### config.mk
export PLATFORM = sky130hd
export DESIGN_NAME = sacc_core_flat
export DESIGN_NICKNAME = d
export VERILOG_FILES = /design/src/sacc_pkg.sv /design/src/sacc_if.sv /design/src/sacc_core.sv /design/src/flat_wrapper.sv
export SDC_FILE = /design/constraint.sdc
export NUM_CORES = 1
export LEC_CHECK = 0
export ABC_AREA = 1
export BUFFER_PORTS_ARGS = -buffer_cell sky130_fd_sc_hd__buf_2
export CAP_MARGIN = 20
export CORE_ASPECT_RATIO = 1.75
export CORE_UTILIZATION = 30
export DETAILED_ROUTE_END_ITERATION = 7
export PLACE_DENSITY_LB_ADDON = 0.25
export SLEW_MARGIN = 10
export SYNTH_ARGS = -nofsm -noshare
export SYNTH_HDL_FRONTEND = slang
export SYNTH_SLANG_ARGS = --single-unit
### constraint.sdc
create_clock -name clk_i -period 1.8 [get_ports clk_i]
set_input_delay 0.27 -clock clk_i [delete_from_list [all_inputs] [get_ports clk_i]]
set_output_delay 0.27 -clock clk_i [all_outputs]
set_load 0.02 [all_outputs]
### src/sacc_pkg.sv
/*
 * Shared constants for the converter core control block and its controller end.
 * Assumes a single 40 MHz clock domain on both ends.
 */
package sacc_pkg;
    // ------------------------------------------------------------
    // Converter timing
    // ------------------------------------------------------------
    localparam int unsigned SACC_CLK_HZ = 40000000;
    localparam logic [9:0] SACC_ACQ_MIN = 10'h004;
    localparam logic [9:0] SACC_ACQ_MAX = 10'h3FF;
    localparam logic [3:0] SACC_CONV_EXTRA = 4'h2;
    localparam logic [3:0] SACC_RES_12 = 4'hC;
    localparam logic [3:0] SACC_RES_10 = 4'hA;
    localparam logic [3:0] SACC_RES_8 = 4'h8;
    // Converter clock divider reset value (40 MHz / 5 = 8 MHz); stays under the
    // supply-reference limit, since the reference resets to the supply
    localparam logic [7:0] SACC_DIV_RST = 8'h05;
    // Reference settle wait, 200 us at 40 MHz
    localparam int unsigned SACC_SETTLE_US = 200;
    localparam int unsigned SACC_SETTLE_CYC = SACC_SETTLE_US * (SACC_CLK_HZ / 1000000);
    // ------------------------------------------------------------
    // Negative input choice
    // ------------------------------------------------------------
    localparam logic [1:0] SACC_NEG_GND = 2'h0;
    localparam logic [1:0] SACC_NEG_REF = 2'h1;
    localparam logic [1:0] SACC_NEG_PIN = 2'h2;
    // ------------------------------------------------------------
    // Reference select field codes, global control layout
    // ------------------------------------------------------------
    localparam logic [2:0] SACC_REF_BANDGAP = 3'h4;
    localparam logic [2:0] SACC_REF_EXT = 3'h5;
    localparam logic [2:0] SACC_REF_HALF_VDDA = 3'h6;
    localparam logic [2:0] SACC_REF_VDDA = 3'h7;
    localparam int unsigned SACC_CTRL_REF_LSB = 4;
    localparam int unsigned SACC_CTRL_BYP_BIT = 7;
    localparam logic [7:0] SACC_CTRL_RST = 8'h70;
    // ------------------------------------------------------------
    // Controller register map (Wishbone byte addresses)
    // ------------------------------------------------------------
    localparam logic [4:0] SACC_REG_CTRL = 5'h00;
    localparam logic [4:0] SACC_REG_ACQ_A = 5'h04;
    localparam logic [4:0] SACC_REG_ACQ_B = 5'h08;
    localparam logic [4:0] SACC_REG_CHAN = 5'h0C;
    localparam logic [4:0] SACC_REG_START = 5'h10;
    localparam logic [4:0] SACC_REG_STATUS = 5'h14;
    localparam logic [4:0] SACC_REG_RESULT = 5'h18;
    localparam logic [31:0] SACC_ACQ_RST = 32'h00040004;
endpackage

### src/sacc_if.sv
/*
 * Link between the converter core control and its controlling party.
 * Both ends on clk_i; no clocking block, the bench joins the ends here.
 */
`timescale 1ns/1ps
interface sacc_if;
    logic conv_tick;          // Converter-clock enable pulse
    logic start;              // Start one sample
    logic [1:0] acq_sel;      // Which of four durations
    logic alt_res;            // Use alternate resolution
    logic [1:0] neg_sel;      // Negative input choice
    logic [2:0] neg_pin;      // Negative pin index
    logic diff;               // Differential mode
    logic signed_fmt;         // Signed result
    logic alt_is_10;          // Alternate resolution is 10 bit
    logic [31:0] acq_pair_a;  // Durations 0 and 1
    logic [31:0] acq_pair_b;  // Durations 2 and 3
    logic [2:0] ref_sel;      // Reference select
    logic bypass_en;          // Bypass capacitor path
    logic mux_fw;             // Mux under firmware control
    logic [3:0] mux_fw_sw;    // Firmware mux switch pattern
    logic pump_en;            // Mux charge pump enable
    logic busy;               // Core busy
    logic eoc;                // End of conversion pulse
    logic [11:0] result;      // Result word
    modport core (input conv_tick, start, acq_sel, alt_res, neg_sel, neg_pin, diff, signed_fmt,
                  alt_is_10, acq_pair_a, acq_pair_b, ref_sel, bypass_en, mux_fw, mux_fw_sw,
                  pump_en, output busy, eoc, result);
    modport ctl (output conv_tick, start, acq_sel, alt_res, neg_sel, neg_pin, diff, signed_fmt,
                 alt_is_10, acq_pair_a, acq_pair_b, ref_sel, bypass_en, mux_fw, mux_fw_sw,
                 pump_en, input busy, eoc, result);
endinterface

### src/sacc_core.sv
/*
 * Converter core control: acquisition and conversion sequencing, mux, reference.
 * Assumes the controller end supplies converter-clock ticks and legal settings.
 */
//
// Functional notes
// - Conversion takes resolution plus two ticks
// - Total time is acquisition plus conversion
// - Ten bit 12, eight bit 10 ticks
// - Twelve bit conversion phase is 14 ticks
// - Four global durations, 4 to 1023
// - After acquisition disconnect input, convert hold
// - Default 12 bit, one global alternate
// - Negative input: ground, reference or pin
// - Ground negative ignores signed, 0x000-0x7FF
// - Unsigned or signed mapping per negative
// - Three bit reference select codes 4-7
// - One bit enables bypass capacitor path
// - Controller limits converter clock per reference; divider is not checked, only 0 forced to 1
// - Converter clock by integer divider only
// - Controller waits for reference to settle
// - Mux from sequencer or firmware
// - Charge pump on below 4.0 V
`timescale 1ns/1ps
module sacc_core
    import sacc_pkg::*;
(
    input wire logic clk_i,           // System clock
    input wire logic rst_i,           // Synchronous reset, high
    sacc_if.core lnk,                 // Link to controller
    input wire logic [11:0] comp_i,   // Comparator decision code from analog array
    output logic sample_sw_o,         // Input connected to hold stage
    output logic [3:0] mux_sw_o,      // Mux switch pattern
    output logic [1:0] neg_sw_o,      // Negative input routing
    output logic [2:0] neg_pin_o,     // Negative pin index
    output logic [2:0] ref_mux_o,     // Reference mux select
    output logic bypass_o,            // Bypass capacitor switch
    output logic pump_o,              // Mux charge pump enable
    output logic [3:0] bit_o          // Bit under trial, one per tick
);
    typedef enum logic [2:0] {
        SACC_IDLE = 3'b001,
        SACC_ACQ = 3'b010,
        SACC_CONV = 3'b100
    } sacc_state_t;

    // ------------------------------------------------------------
    // Helpers
    // ------------------------------------------------------------
    // Pick one duration and clamp to the legal range
    function automatic logic [9:0] pick_acq(input logic [1:0] sel, input logic [31:0] a,
                                            input logic [31:0] b);
        logic [9:0] v;
        v = 10'h000;
        case (sel)
            2'h0: v = a[9:0];
            2'h1: v = a[25:16];
            2'h2: v = b[9:0];
            default: v = b[25:16];
        endcase
        if (v < SACC_ACQ_MIN) begin
            v = SACC_ACQ_MIN;
        end
        return v;
    endfunction

    sacc_state_t state;
    sacc_state_t next_state;
    logic [9:0] cnt;
    logic [9:0] next_cnt;
    logic [3:0] res;
    logic [1:0] neg;
    logic sgn;
    logic dif;
    logic [11:0] raw;
    logic [11:0] fmt;
    logic [11:0] result_q;
    logic eoc_q;

    // ------------------------------------------------------------
    // Setup decode
    // ------------------------------------------------------------
    wire [3:0] sel_res = lnk.alt_res ? (lnk.alt_is_10 ? SACC_RES_10 : SACC_RES_8)
                                     : SACC_RES_12;
    wire [9:0] sel_acq = pick_acq(lnk.acq_sel, lnk.acq_pair_a, lnk.acq_pair_b);
    wire [9:0] conv_len = {6'h00, res + SACC_CONV_EXTRA};
    wire tick = lnk.conv_tick;
    wire start_ok = lnk.start && (state == SACC_IDLE);

    // Next state; acquisition then conversion, each counted in ticks
    always_comb begin
        next_state = state;
        next_cnt = cnt;
        case (state)
            SACC_IDLE: begin
                if (start_ok) begin
                    next_state = SACC_ACQ;
                    next_cnt = sel_acq;
                end
            end
            SACC_ACQ: begin
                if (tick) begin
                    next_cnt = cnt - 10'h001;
                    if (cnt == 10'h001) begin
                        next_state = SACC_CONV;
                        next_cnt = conv_len;
                    end
                end
            end
            SACC_CONV: begin
                if (tick) begin
                    next_cnt = cnt - 10'h001;
                    if (cnt == 10'h001) begin
                        next_state = SACC_IDLE;
                    end
                end
            end
            default: begin
                next_state = SACC_IDLE;
                next_cnt = 10'h000;
            end
        endcase
    end

    // Result coding; ground negative is 11-bit so signed flag is moot
    wire [11:0] raw12 = raw << (SACC_RES_12 - res);
    wire force_uns = !dif && (neg == SACC_NEG_GND);
    wire [11:0] gnd_fmt = {1'b0, raw12[10:0]};
    wire [11:0] dif_fmt = sgn ? {~raw12[11], raw12[10:0]} : raw12;
    wire [11:0] code_out = force_uns ? gnd_fmt : dif_fmt;
    wire [3:0] bit_idx = (cnt > 10'h002) ? cnt[3:0] - 4'h3 : 4'h0;

    // ------------------------------------------------------------
    // Sequencing registers
    // ------------------------------------------------------------
    always_ff @(posedge clk_i) begin
        if (rst_i) begin
            state <= SACC_IDLE;
            cnt <= 10'h000;
            res <= SACC_RES_12;
            neg <= SACC_NEG_GND;
            sgn <= 1'b0;
            dif <= 1'b0;
        end else begin
            state <= next_state;
            cnt <= next_cnt;
            if (start_ok) begin
                res <= sel_res;
                neg <= lnk.neg_sel;
                sgn <= lnk.signed_fmt;
                dif <= lnk.diff;
            end
        end
    end

    // Capture held code; low bits beyond resolution dropped
    always_ff @(posedge clk_i) begin
        if (rst_i) begin
            raw <= 12'h000;
            result_q <= 12'h000;
            eoc_q <= 1'b0;
        end else begin
            eoc_q <= 1'b0;
            if (state == SACC_CONV && tick && cnt == 10'h003) begin
                raw <= comp_i >> (SACC_RES_12 - res);
            end
            if (state == SACC_CONV && tick && cnt == 10'h001) begin
                result_q <= code_out;
                eoc_q <= 1'b1;
            end
        end
    end

    // Analog switch registers; the switch opens on leaving acquisition
    always_ff @(posedge clk_i) begin
        if (rst_i) begin
            sample_sw_o <= 1'b0;
            mux_sw_o <= 4'h0;
            neg_sw_o <= SACC_NEG_GND;
            neg_pin_o <= 3'h0;
            ref_mux_o <= SACC_CTRL_RST[6:4];
            bypass_o <= 1'b0;
            pump_o <= 1'b0;
            bit_o <= 4'h0;
        end else begin
            sample_sw_o <= (next_state == SACC_ACQ);
            mux_sw_o <= lnk.mux_fw ? lnk.mux_fw_sw : {2'b00, lnk.acq_sel};
            neg_sw_o <= lnk.diff ? SACC_NEG_PIN : lnk.neg_sel;
            neg_pin_o <= lnk.neg_pin;
            ref_mux_o <= lnk.ref_sel;
            bypass_o <= lnk.bypass_en;
            pump_o <= lnk.pump_en;
            bit_o <= (state == SACC_CONV) ? bit_idx : 4'h0;
        end
    end

    assign lnk.busy = (state != SACC_IDLE);
    assign lnk.eoc = eoc_q;
    assign lnk.result = result_q;
endmodule

### src/flat_wrapper.sv
// flat-port wrapper written by rule: the top's interface ports become plain ports
module sacc_core_flat import sacc_pkg::*;
  (clk_i, rst_i, comp_i, sample_sw_o, mux_sw_o, neg_sw_o, neg_pin_o, ref_mux_o, bypass_o, pump_o, bit_o, lnk_conv_tick, lnk_start, lnk_acq_sel, lnk_alt_res, lnk_neg_sel, lnk_neg_pin, lnk_diff, lnk_signed_fmt, lnk_alt_is_10, lnk_acq_pair_a, lnk_acq_pair_b, lnk_ref_sel, lnk_bypass_en, lnk_mux_fw, lnk_mux_fw_sw, lnk_pump_en, lnk_busy, lnk_eoc, lnk_result);
  sacc_if lnk_i ();
  input wire logic clk_i;
  input wire logic rst_i;
  input wire logic [11:0] comp_i;
  output logic sample_sw_o;
  output logic [3:0] mux_sw_o;
  output logic [1:0] neg_sw_o;
  output logic [2:0] neg_pin_o;
  output logic [2:0] ref_mux_o;
  output logic bypass_o;
  output logic pump_o;
  output logic [3:0] bit_o;
  input wire logic [$bits(lnk_i.conv_tick)-1:0] lnk_conv_tick;
  input wire logic [$bits(lnk_i.start)-1:0] lnk_start;
  input wire logic [$bits(lnk_i.acq_sel)-1:0] lnk_acq_sel;
  input wire logic [$bits(lnk_i.alt_res)-1:0] lnk_alt_res;
  input wire logic [$bits(lnk_i.neg_sel)-1:0] lnk_neg_sel;
  input wire logic [$bits(lnk_i.neg_pin)-1:0] lnk_neg_pin;
  input wire logic [$bits(lnk_i.diff)-1:0] lnk_diff;
  input wire logic [$bits(lnk_i.signed_fmt)-1:0] lnk_signed_fmt;
  input wire logic [$bits(lnk_i.alt_is_10)-1:0] lnk_alt_is_10;
  input wire logic [$bits(lnk_i.acq_pair_a)-1:0] lnk_acq_pair_a;
  input wire logic [$bits(lnk_i.acq_pair_b)-1:0] lnk_acq_pair_b;
  input wire logic [$bits(lnk_i.ref_sel)-1:0] lnk_ref_sel;
  input wire logic [$bits(lnk_i.bypass_en)-1:0] lnk_bypass_en;
  input wire logic [$bits(lnk_i.mux_fw)-1:0] lnk_mux_fw;
  input wire logic [$bits(lnk_i.mux_fw_sw)-1:0] lnk_mux_fw_sw;
  input wire logic [$bits(lnk_i.pump_en)-1:0] lnk_pump_en;
  output wire logic [$bits(lnk_i.busy)-1:0] lnk_busy;
  output wire logic [$bits(lnk_i.eoc)-1:0] lnk_eoc;
  output wire logic [$bits(lnk_i.result)-1:0] lnk_result;
  assign lnk_i.conv_tick = lnk_conv_tick;
  assign lnk_i.start = lnk_start;
  assign lnk_i.acq_sel = lnk_acq_sel;
  assign lnk_i.alt_res = lnk_alt_res;
  assign lnk_i.neg_sel = lnk_neg_sel;
  assign lnk_i.neg_pin = lnk_neg_pin;
  assign lnk_i.diff = lnk_diff;
  assign lnk_i.signed_fmt = lnk_signed_fmt;
  assign lnk_i.alt_is_10 = lnk_alt_is_10;
  assign lnk_i.acq_pair_a = lnk_acq_pair_a;
  assign lnk_i.acq_pair_b = lnk_acq_pair_b;
  assign lnk_i.ref_sel = lnk_ref_sel;
  assign lnk_i.bypass_en = lnk_bypass_en;
  assign lnk_i.mux_fw = lnk_mux_fw;
  assign lnk_i.mux_fw_sw = lnk_mux_fw_sw;
  assign lnk_i.pump_en = lnk_pump_en;
  assign lnk_busy = lnk_i.busy;
  assign lnk_eoc = lnk_i.eoc;
  assign lnk_result = lnk_i.result;
  sacc_core u_core (.clk_i(clk_i), .rst_i(rst_i), .lnk(lnk_i), .comp_i(comp_i), .sample_sw_o(sample_sw_o), .mux_sw_o(mux_sw_o), .neg_sw_o(neg_sw_o), .neg_pin_o(neg_pin_o), .ref_mux_o(ref_mux_o), .bypass_o(bypass_o), .pump_o(pump_o), .bit_o(bit_o));
endmodule
======== Word level (Yosys, flattened, before mapping) ========
Cells that the tools add are included.
cells by class
  eq/ne operators ......................... 12
  multiplexer cells ....................... 20
  add/subtract/negate cells ............... 4
  $lt $le $gt $ge ......................... 2
  shift operators ......................... 2
  bitwise operators ....................... 4
  reductions and logical operators ........ 12
operators by type and width
  cell                                                          number
  case mux 10 bit (3 select lines)                              2
  2-to-1 mux 10 bit                                             5
  2-to-1 mux 12 bit                                             2
  2-to-1 mux 3 bit                                              5
  << shifter 12 x 4 -> 12 bit                                   1
  right shift 12 x 4 -> 12 bit                                  1
  == test 10 x 1 -> 1 bit (second input constant)               1
  == test 10 x 2 -> 1 bit (second input constant)               1
  > comparator 10 x 2 -> 1 bit (second input constant)          1
  less-than comparator 10 x 3 -> 1 bit (second input constant)  1
  subtractor 10 x 1 -> 10 bit (second input constant)           1
  case mux 3 bit (3 select lines)                               1
  == test 3 x 2 -> 1 bit (second input constant)                2
  2-to-1 mux 2 bit                                              3
  logical AND 1 bit                                             5
  adder 4 x 2 -> 4 bit (second input constant)                  1
  logical NOT 2 bit                                             2
  2-to-1 mux 4 bit                                              1
  inequality test 2 bit (second input constant)                 2
  NOT 1 bit                                                     4
  OR reduction 2 bit                                            2
  subtractor 4 x 2 -> 4 bit (second input constant)             1
  subtractor 4 bit (first input constant)                       1
  == test 3 x 1 -> 1 bit (second input constant)                1
  9 further kinds                                               9
word-level totals
  logic and storage cells ................. 75
  register bits after elaboration ......... 65
  bits of input ports ..................... 101
  output and inout bits ................... 33

======== Logic depth before layout (Yosys ltp) ========
Gate-level depths: netlist of the first run.
  depth after elaboration ................. 6
  mapped depth ............................ 13
  gate-level depth less buffers ........... 13

======== Least setup slack after synthesis of the first run ========
Ideal clock, no wire load.
  kind .................................... reg-to-reg
  start ................................... register u_core.res[1]
  end ..................................... register u_core.result_q[10] (netlist: u_core.lnk.result[10])
  setup time .............................. 0.134 ns
  period minus slack after synthesis ...... 1.551 ns
  buffers on the path ..................... 1
  stages on the path, launching flop included .. 11
  path slack .............................. 0.249 ns
  data required time ...................... 1.666 ns
  arrival time ............................ 1.417 ns
  cells stage by stage .................... dfxtp_1 ha_1 inv_1 clkbuf_1 a21oi_1 o21ai_0 o21ai_0 nand2_1 o21ai_0 nand2_1 a21oi_1
between the ends
  word-level cells in the longest chain between the ends .. 4
ends and longest elaborated chain
  element                          line              RTL
  from (decl)                      sacc_core.sv:71   logic [3:0] res;
  from (signal assigned)           sacc_core.sv:148  res <= sel_res;
  subtractor 4 bit (*)             sacc_core.sv:126  wire [11:0] raw12 = raw << (SACC_RES_12 - res);
  << shifter 12 x 4 -> 12 bit (*)  sacc_core.sv:126
  2-to-1 mux 12 bit                sacc_core.sv:129  wire [11:0] dif_fmt = sgn ? {~raw12[11], raw12[10:0]} : raw12;
  2-to-1 mux 12 bit (*)            sacc_core.sv:130  wire [11:0] code_out = force_uns ? gnd_fmt : dif_fmt;
  to (signal assigned)             sacc_core.sv:168  result_q <= code_out;
  to (decl)                        sacc_core.sv:77   logic [11:0] result_q;
Mark *: on every way between the ends. The rest lies on a longest branch, timed or not.
A chain may end at the register's enable or synchronous reset.

======== Worst setup path after layout of the first run ========
  start ................................... register u_core.cnt[4]
  end ..................................... register u_core.result_q[7] (netlist: u_core.lnk.result[7])
between the ends
  word-level cells in the longest chain between the ends .. 2
ends and longest elaborated chain
  element                  line              RTL
  from (decl)              sacc_core.sv:69   logic [9:0] cnt;
  from (signal assigned)   sacc_core.sv:146  cnt <= next_cnt;
  == test 10 x 1 -> 1 bit  sacc_core.sv:167  if (state == SACC_CONV && tick && cnt == 10'h001) begin
  logical AND 1 bit        sacc_core.sv:167
No other way between the ends.

==> flow_summary.json, run 1 <==
{
  "outcome": "finished clean",
  "diodes": 0,
  "setup-violations-final": 0,
  "cts.sink_count": 63,
  "post-route-min-period_ps": 1660,
  "synth_seq_cells": 63,
  "io_buffers": 109,
  "yosysWarningCount": 0,
  "detail_route.iter0.violations": 102,
  "via_count_of_the_first_global_routing_pass": 3585,
  "synth.yosys.seq_area_share_pct": 37.2,
  "initial_antenna_violation_count": 0,
  "timing.setup.critical_path_class": "flip-flop to flip-flop",
  "growth_of_design_area_from_synthesis_to_finish_pct": 34.7,
  "grt.busiest_layer": "met2",
  "final_nets": 724,
  "ctsHtreeMaxLevel": 3,
  "global_route_wire_length_before_repair_mm": 16.0,
  "rr_worst_depth": 8,
  "critical_path_peak_fanout": 7,
  "final_layout_size_suffix_gt1_share_pct": 29.2,
  "synthesis.instances": 498,
  "pin_count": 134,
  "drt_pass1_iterations": 4,
  "cts_tree": "built",
  "min_to": "u_core.ref_mux_o[1]$_SDFF_PP1_",
  "avgViaCountPerCell": 4.87,
  "rows": 51,
  "vdd.ir_drop.worst_mv": 0.633,
  "post_synth_instance_area_mm2": 0.00339,
  "place.detailed.hpwl_mm": 7.57,
  "core_mm2": 0.0110,
  "timing.fmax_mhz": 601,
  "async_reset_ff_share_pct": 0,
  "fillerInstances": 1183,
  "timing.critical_path.required_ps": 2080,
  "synthFlopType": "sky130_fd_sc_hd__dfxtp_1",
  "vias": 3677,
  "rsz0062_at_grt": "false",
  "post-route-period-util_pct": 92.4,
  "initial_core_util_pct": 30.7,
  "cts_max_path_buffers": 2,
  "drcViolationCount": 0,
  "grt.overflow.total": 0,
  "power_per_cell_area_mw_per_mm2": 989,
  "critical_path_slowest_stage_cell": "sky130_fd_sc_hd__dfxtp_1",
  "relSlewSlack_pct": 71.7,
  "timing.hold.worst.start": "lnk_ref_sel[1]",
  "final.setup.tns_ps": 0,
  "dpl_cell_area_mm2": 0.00420,
  "final_hold_slack_ps": 113,
  "timing.final.max_slew_violations": 0,
  "syn_avg_cell_area_um2": 6.82,
  "post_drt_wl_per_cell_um": 12.9,
  "synth_edf_count": 0,
  "die_width_um": 82.4,
  "worstMarginPinSlew_ps": 420,
  "grtUsageTotal_pct": 17.8,
  "critPathMaxStageDelay_ps": 360,
  "grt_start_max_net_pins": 31,
  "cp.arrival_ps": 1940,
  "cp_cell_sequence": "nor2_2 > nand3_2 > nor3b_2 > nand4_1 > buf_4 > nor3_1 > a21oi_1 > nor2_1",
  "grtUsageMet2_pct": 33.3,
  "min-delay-path-class": "primary input to flip-flop",
  "min_path_cells": 2,
  "postRouteAntennaNets": 0,
  "leakage_power_of_the_design_uw": 0.00213,
  "dieArea_mm2": 0.0118,
  "synth_fp_nets": 604,
  "r2r-start": "u_core.cnt[4]$_SDFFE_PP0P_",
  "cts_root_buffer": "sky130_fd_sc_hd__clkbuf_16",
  "design_area_mm2": 0.00457,
  "routabilityCongestion": 0.839,
  "stdcell_count": 755,
  "synth.distinct_cells": 40,
  "critical_path.endpoint_type": "flip-flop",
  "report.final.hold_viol_count": 0,
  "worstSkewPairLatency_ps": 340,
  "wl_mm": 9.72,
  "worstReg2RegEnd": "u_core.lnk.result[7]$_SDFFE_PP0P_",
  "cap_violations": 0,
  "setup_slack_on_the_worst_flop_to_flop_path_ps": 140,
  "die_height_um": 143,
  "dp.cells": 739,
  "holdBufCountCts": 0,
  "postCtsSetupBuffers": 0,
  "numCtsBuffers": 9,
  "groute.layer.met1.usage_pct": 18.3,
  "met3_usage_pct": 3.32,
  "final.setup_skew_ps": 5.88,
  "critPathLaunchType": "flip-flop",
  "clk_pin_slew_worst_paths_ps": 60
}
## worst max-delay path by stage
stage	cells past startpoint	endpoint	slack, ps	from
2_1_floorplan	10	u_core.lnk.result[10]$_SDFFE_PP0P_	250	u_core.res[1]$_SDFFE_PP0P_
3_3_place_gp	7	u_core.cnt[2]$_SDFFE_PP0P_	-280	u_core.state[2]$_SDFF_PP0_
3_5_place_dp	7	u_core.cnt[2]$_SDFFE_PP0P_	-360	u_core.state[2]$_SDFF_PP0_
4_1_cts	7	u_core.raw[9]$_SDFFE_PP0P_	70	u_core.cnt[0]$_SDFFE_PP0P_
5_1_grt	7	u_core.lnk.result[6]$_SDFFE_PP0P_	10	u_core.cnt[5]$_SDFFE_PP0P_
6_report	8	u_core.lnk.result[7]$_SDFFE_PP0P_	140	u_core.cnt[4]$_SDFFE_PP0P_
## sequential cells by signal, indices dropped and copies added (netlist names)
register / flops
u_core.lnk.result: 12
u_core.raw: 12
u_core.cnt: 10
u_core.bit_o: 4
u_core.mux_sw_o: 4
u_core.neg_pin_o: 3
u_core.ref_mux_o: 3
u_core.state: 3
u_core.neg: 2
u_core.neg_sw_o: 2
u_core.res: 2
u_core.bypass_o: 1
u_core.dif: 1
u_core.lnk.eoc: 1
u_core.pump_o: 1
u_core.sample_sw_o: 1
u_core.sgn: 1
## layout make-up
type	instances	area (µm²)	share of cell area, %
well taps	132	165	3.61
inverters	46	176	3.86
multi-input cells	365	1890	41.3
repair buffers	133	751	16.4
clock buffers	10	239	5.23
flip-flops and latches	63	1260	27.6
clock inverters	6	91.3	2.00
## worst max-delay path: cells and delay by family, from the launching register on
| kind | cells | cell delay [ps] |
|---|---|---|
| and+or+nand+nor | 6 | 930 |
| DFF | 1 | 360 |
| buffers and inverters | 1 | 250 |
| AOI/OAI and AO/OA | 1 | 60 |
## stage by stage
step                util, %  power [µW]  setup WS [ps]
finish                 41.4        4520            136
global route           41.4        4780           11.4
CTS                    41.1        4550           74.4
detailed placement     38.0        2610           -362
global placement       38.0        2610           -280
floorplan                 -        2260            249
## cell usage after synthesis, drive strengths merged (2+ instances only)
library cell	number	area (µm²)
a211oi	6	45.0
a21oi	47	239
a31oi	7	43.8
and3	2	12.5
buf	9	53.8
clkbuf	15	56.3
clkinv	2	7.51
dfxtp	63	1260
ha	5	62.6
inv	44	165
mux2i	5	50.1
nand2	116	440
nand3	40	205
nand4	3	18.8
nor2	41	166
nor3	7	56.3
nor3b	2	15.0
o2111ai	3	26.3
o211ai	2	15.0
o21ai	48	240
o22ai	8	50.1
or2	12	75.1
xor2	6	52.6
## where the power goes
| group | internal [µW] | switching (µW) |
|---|---|---|
| registers | 1470 | 48.5 |
| clock network | 1260 | 653 |
| logic | 420 | 674 |
| total | 3150 | 1370 |
## metal layers
layer  vias to the layer above  routed length [µm]
met5                         -                   0
met4                         0                 216
met3                        15                 398
met2                        95                5320
met1                      1664                3780
li1                       1903                   -
## kinds of logic (layout without fill, tap and decap cells)
kind of cell    Yosys count  after routing  share of synthesized area [%]
simple gates            225            225                           29.5
compound gates          124            124                           20.1
buf+inv                  70            195                           8.33
flops                    63             63                           37.2
xor+xnor                  6              6                           1.55
fa+ha+maj                 5              5                           1.84
mux                       5              5                           1.47
## repair_timing
item	CTS	global route
pin swaps	0	5
resized for setup	2	9
setup endpoints to repair	9	18
## cell usage in the layout, fill, tap and decap left out, types with 5 or more instances in the layout
cell type	synthesis	routed
sky130_fd_sc_hd__nand2_1	114	113
sky130_fd_sc_hd__buf_2	7	109
sky130_fd_sc_hd__dfxtp_1	63	63
sky130_fd_sc_hd__a21oi_1	46	45
sky130_fd_sc_hd__o21ai_0	42	42
sky130_fd_sc_hd__nand3_1	39	39
sky130_fd_sc_hd__inv_1	38	36
sky130_fd_sc_hd__nor2_1	36	35
sky130_fd_sc_hd__buf_4	1	22
sky130_fd_sc_hd__clkbuf_16	0	9
sky130_fd_sc_hd__inv_2	6	8
sky130_fd_sc_hd__o22ai_1	8	8
sky130_fd_sc_hd__a31oi_1	7	7
sky130_fd_sc_hd__nor2_2	5	6
sky130_fd_sc_hd__a211oi_1	6	6
sky130_fd_sc_hd__o21ai_1	6	6
sky130_fd_sc_hd__xor2_1	6	6
sky130_fd_sc_hd__or2_2	5	5
sky130_fd_sc_hd__mux2i_1	5	5
sky130_fd_sc_hd__or2_0	5	5
sky130_fd_sc_hd__ha_1	5	5
No activity file was read; power rests on OpenSTA's default activity.
==> run 2: changes to the inputs <==
--- a/config.mk
+++ b/config.mk
@@ -6,13 +6,14 @@
 export NUM_CORES = 1
 export LEC_CHECK = 0
 export ABC_AREA = 1
-export BUFFER_PORTS_ARGS = -buffer_cell sky130_fd_sc_hd__buf_2
 export CAP_MARGIN = 20
 export CORE_ASPECT_RATIO = 1.75
 export CORE_UTILIZATION = 30
 export DETAILED_ROUTE_END_ITERATION = 7
+export DONT_BUFFER_PORTS = 1
 export PLACE_DENSITY_LB_ADDON = 0.25
 export SLEW_MARGIN = 10
 export SYNTH_ARGS = -nofsm -noshare
 export SYNTH_HDL_FRONTEND = slang
 export SYNTH_SLANG_ARGS = --single-unit
+export TNS_END_PERCENT = 100
==> run 2 against run 1 <==
  * Utilization fell by 5.0 points
  * Worst setup slack got worse by 46 ps
  * Power fell by 6.0%
  * Non-clock buffer count fell by 106
  * Largest power group unchanged
  * Clock power fell by 9.9%
  * Critical endpoint is now u_core.raw[1]$_SDFFE_PP0P_
  * Count of clock-buffer cells in the layout rose by 2
  * Die area did not move
  * Cell count fell by 14%
==> flow_summary.json, run 2 (synthesized netlist as in run 1, its figures left out) <==
{
  "timing.fmax_mhz": 585,
  "cp_cell_sequence": "buf_4 > ha_1 > nand2_1 > nor4_2 > nand2_1 > buf_4 > a31oi_1 > a21oi_1",
  "detail_route.iter0.violations": 123,
  "critical_path.endpoint_type": "flip-flop",
  "power_report.internal_total_uw": 2950,
  "grt_start_max_net_pins": 31,
  "core_mm2": 0.0110,
  "post-route-period-util_pct": 95.0,
  "timing.final.max_slew_violations": 0,
  "routabilityCongestion": 0.816,
  "diodes": 0,
  "via_count_of_the_first_global_routing_pass": 3106,
  "critical_path_slowest_stage_cell": "sky130_fd_sc_hd__dfxtp_1",
  "cp.arrival_ps": 1930,
  "power_per_cell_area_mw_per_mm2": 1060,
  "pin_count": 134,
  "worst-path-buf-inv": 2,
  "leakage_power_of_the_design_uw": 0.00166,
  "cts_tree": "built",
  "net-switching-power_uw": 1300,
  "critical_path_peak_fanout": 8,
  "drcViolationCount": 0,
  "io_buffers": 0,
  "final.setup_skew_ps": 3.73,
  "vias": 3375,
  "final_hold_slack_ps": 20.2,
  "met3_usage_pct": 3.07,
  "avgViaCountPerCell": 5.20,
  "rsz0062_at_grt": "true",
  "critPathMaxStageDelay_ps": 330,
  "grt.busiest_layer": "met2",
  "cts_root_buffer": "sky130_fd_sc_hd__clkbuf_16",
  "vdd.ir_drop.worst_mv": 0.813,
  "die_height_um": 143,
  "die_width_um": 82.4,
  "ctsHtreeMaxLevel": 3,
  "rows": 51,
  "timing.setup.critical_path_class": "flip-flop to flip-flop",
  "share_seq_of_total_power_pct": 36.2,
  "cp_top_family": "simple AND/OR/NAND/NOR gates",
  "relSlewSlack_pct": 72.7,
  "grtUsageMet2_pct": 31.2,
  "final_cell_mix": "112 x sky130_fd_sc_hd__nand2_1, 63 x sky130_fd_sc_hd__dfxtp_1, 46 x sky130_fd_sc_hd__a21oi_1",
  "numCtsBuffers": 9,
  "groute.layer.met1.usage_pct": 17.7,
  "post-route-min-period_ps": 1710,
  "wl_mm": 9.63,
  "worstMarginPinSlew_ps": 404,
  "final_layout_size_suffix_gt1_share_pct": 13.3,
  "cap_violations": 0,
  "initial_antenna_violation_count": 0,
  "grt.overflow.total": 0,
  "timing.critical_path.required_ps": 2020,
  "final_nets": 618,
  "report.final.hold_viol_count": 0,
  "drt_pass1_iterations": 4,
  "setup-violations-final": 0,
  "dieArea_mm2": 0.0118,
  "sw_frac_of_total_pct": 30.7,
  "outcome": "finished clean",
  "global_route_wire_length_before_repair_mm": 14.8,
  "cts_max_path_buffers": 2,
  "post_drt_wl_per_cell_um": 14.8,
  "grtUsageTotal_pct": 16.9,
  "most_common_cell_after_layout_fill_and_taps_aside": "sky130_fd_sc_hd__nand2_1",
  "place.detailed.hpwl_mm": 6.96,
  "clk_pin_slew_worst_paths_ps": 50,
  "postRouteAntennaNets": 0,
  "critPathLaunchType": "flip-flop",
  "min-delay-path-class": "primary input to flip-flop",
  "worstSkewPairLatency_ps": 330,
  "cts.sink_count": 63,
  "clock_power_share_pct": 40.4,
  "part_of_the_total_power_dissipated_in_combinational_logic_pct": 23.4,
  "growth_of_design_area_from_synthesis_to_finish_pct": 18.4,
  "initial_core_util_pct": 30.7,
  "final.setup.tns_ps": 0
}
==> run 2: changes by cell type in the layout (fill, tap and decap cells not counted), sizes merged <==
cell         change
inv              -2
dlygate4sd3      +5
bufinv           -1
clkinv           +1
buf            -111
clkbuf           +2
==> run 2: worst paths after layout <==
path / from / to / slack, ps / depth (start not counted)
setup reg to reg: u_core.cnt[0]$_SDFFE_PP0P_ / u_core.raw[1]$_SDFFE_PP0P_ / 90 / 8
hold reg to reg: u_core.cnt[7]$_SDFFE_PP0P_ / u_core.cnt[7]$_SDFFE_PP0P_ / 470 / 2
hold / removal: rst_i / u_core.raw[6]$_SDFFE_PP0P_ / 20 / 1
setup / recovery: u_core.cnt[0]$_SDFFE_PP0P_ / u_core.raw[1]$_SDFFE_PP0P_ / 90 / 8
==> run 2: power groups by stage <==
stage	clock network, µW	logic, µW	registers [µW]
2_1_floorplan	0	697	1560
3_3_place_gp	0	938	1560
3_5_place_dp	0	946	1570
4_1_cts	1750	971	1540
5_1_grt	1810	1110	1550
6_report	1720	994	1540
==> run 2: stage by stage <==
step / area [µm²] / std cells / worst slack, ps / util [%] / power [µW]
floorplan: 3390 / 498 / 249 / - / 2260
global placement: 3630 / 628 / 129 / 32.9 / 2500
detailed placement: 3630 / 628 / 98.8 / 32.9 / 2510
CTS: 3970 / 649 / 73.9 / 36.0 / 4260
global route: 4020 / 649 / -4.74 / 36.4 / 4470
finish: 4020 / 649 / 90.4 / 36.4 / 4250
==> run 2: area by class of cell <==
| class | count | area, µm² |
|---|---|---|
| timing repair buffer | 27 | 231 |
| tap | 132 | 165 |
| sequential | 63 | 1260 |
| multi-input combinational | 365 | 1890 |
| clock inverter | 4 | 45.0 |
| fill | 1174 | 7020 |
| clock buffer | 12 | 246 |
| inverter | 46 | 176 |
==> run 2: routing by layer <==
layer | vias up | wire, µm | part of all wire (%)
met5 | - | 0 | 0
met4 | 0 | 235 | 2.4
met3 | 15 | 476 | 4.9
met2 | 131 | 5210 | 54
met1 | 1541 | 3710 | 39
li1 | 1688 | - | -
==> run 2: repair_timing <==
action / in CTS / in global routing
hold buffers: 5 / 0
buffers inserted: 0 / 0
resized for setup: 0 / 13
hold endpoints to repair: 6 / 0
setup endpoints to repair: 0 / 24
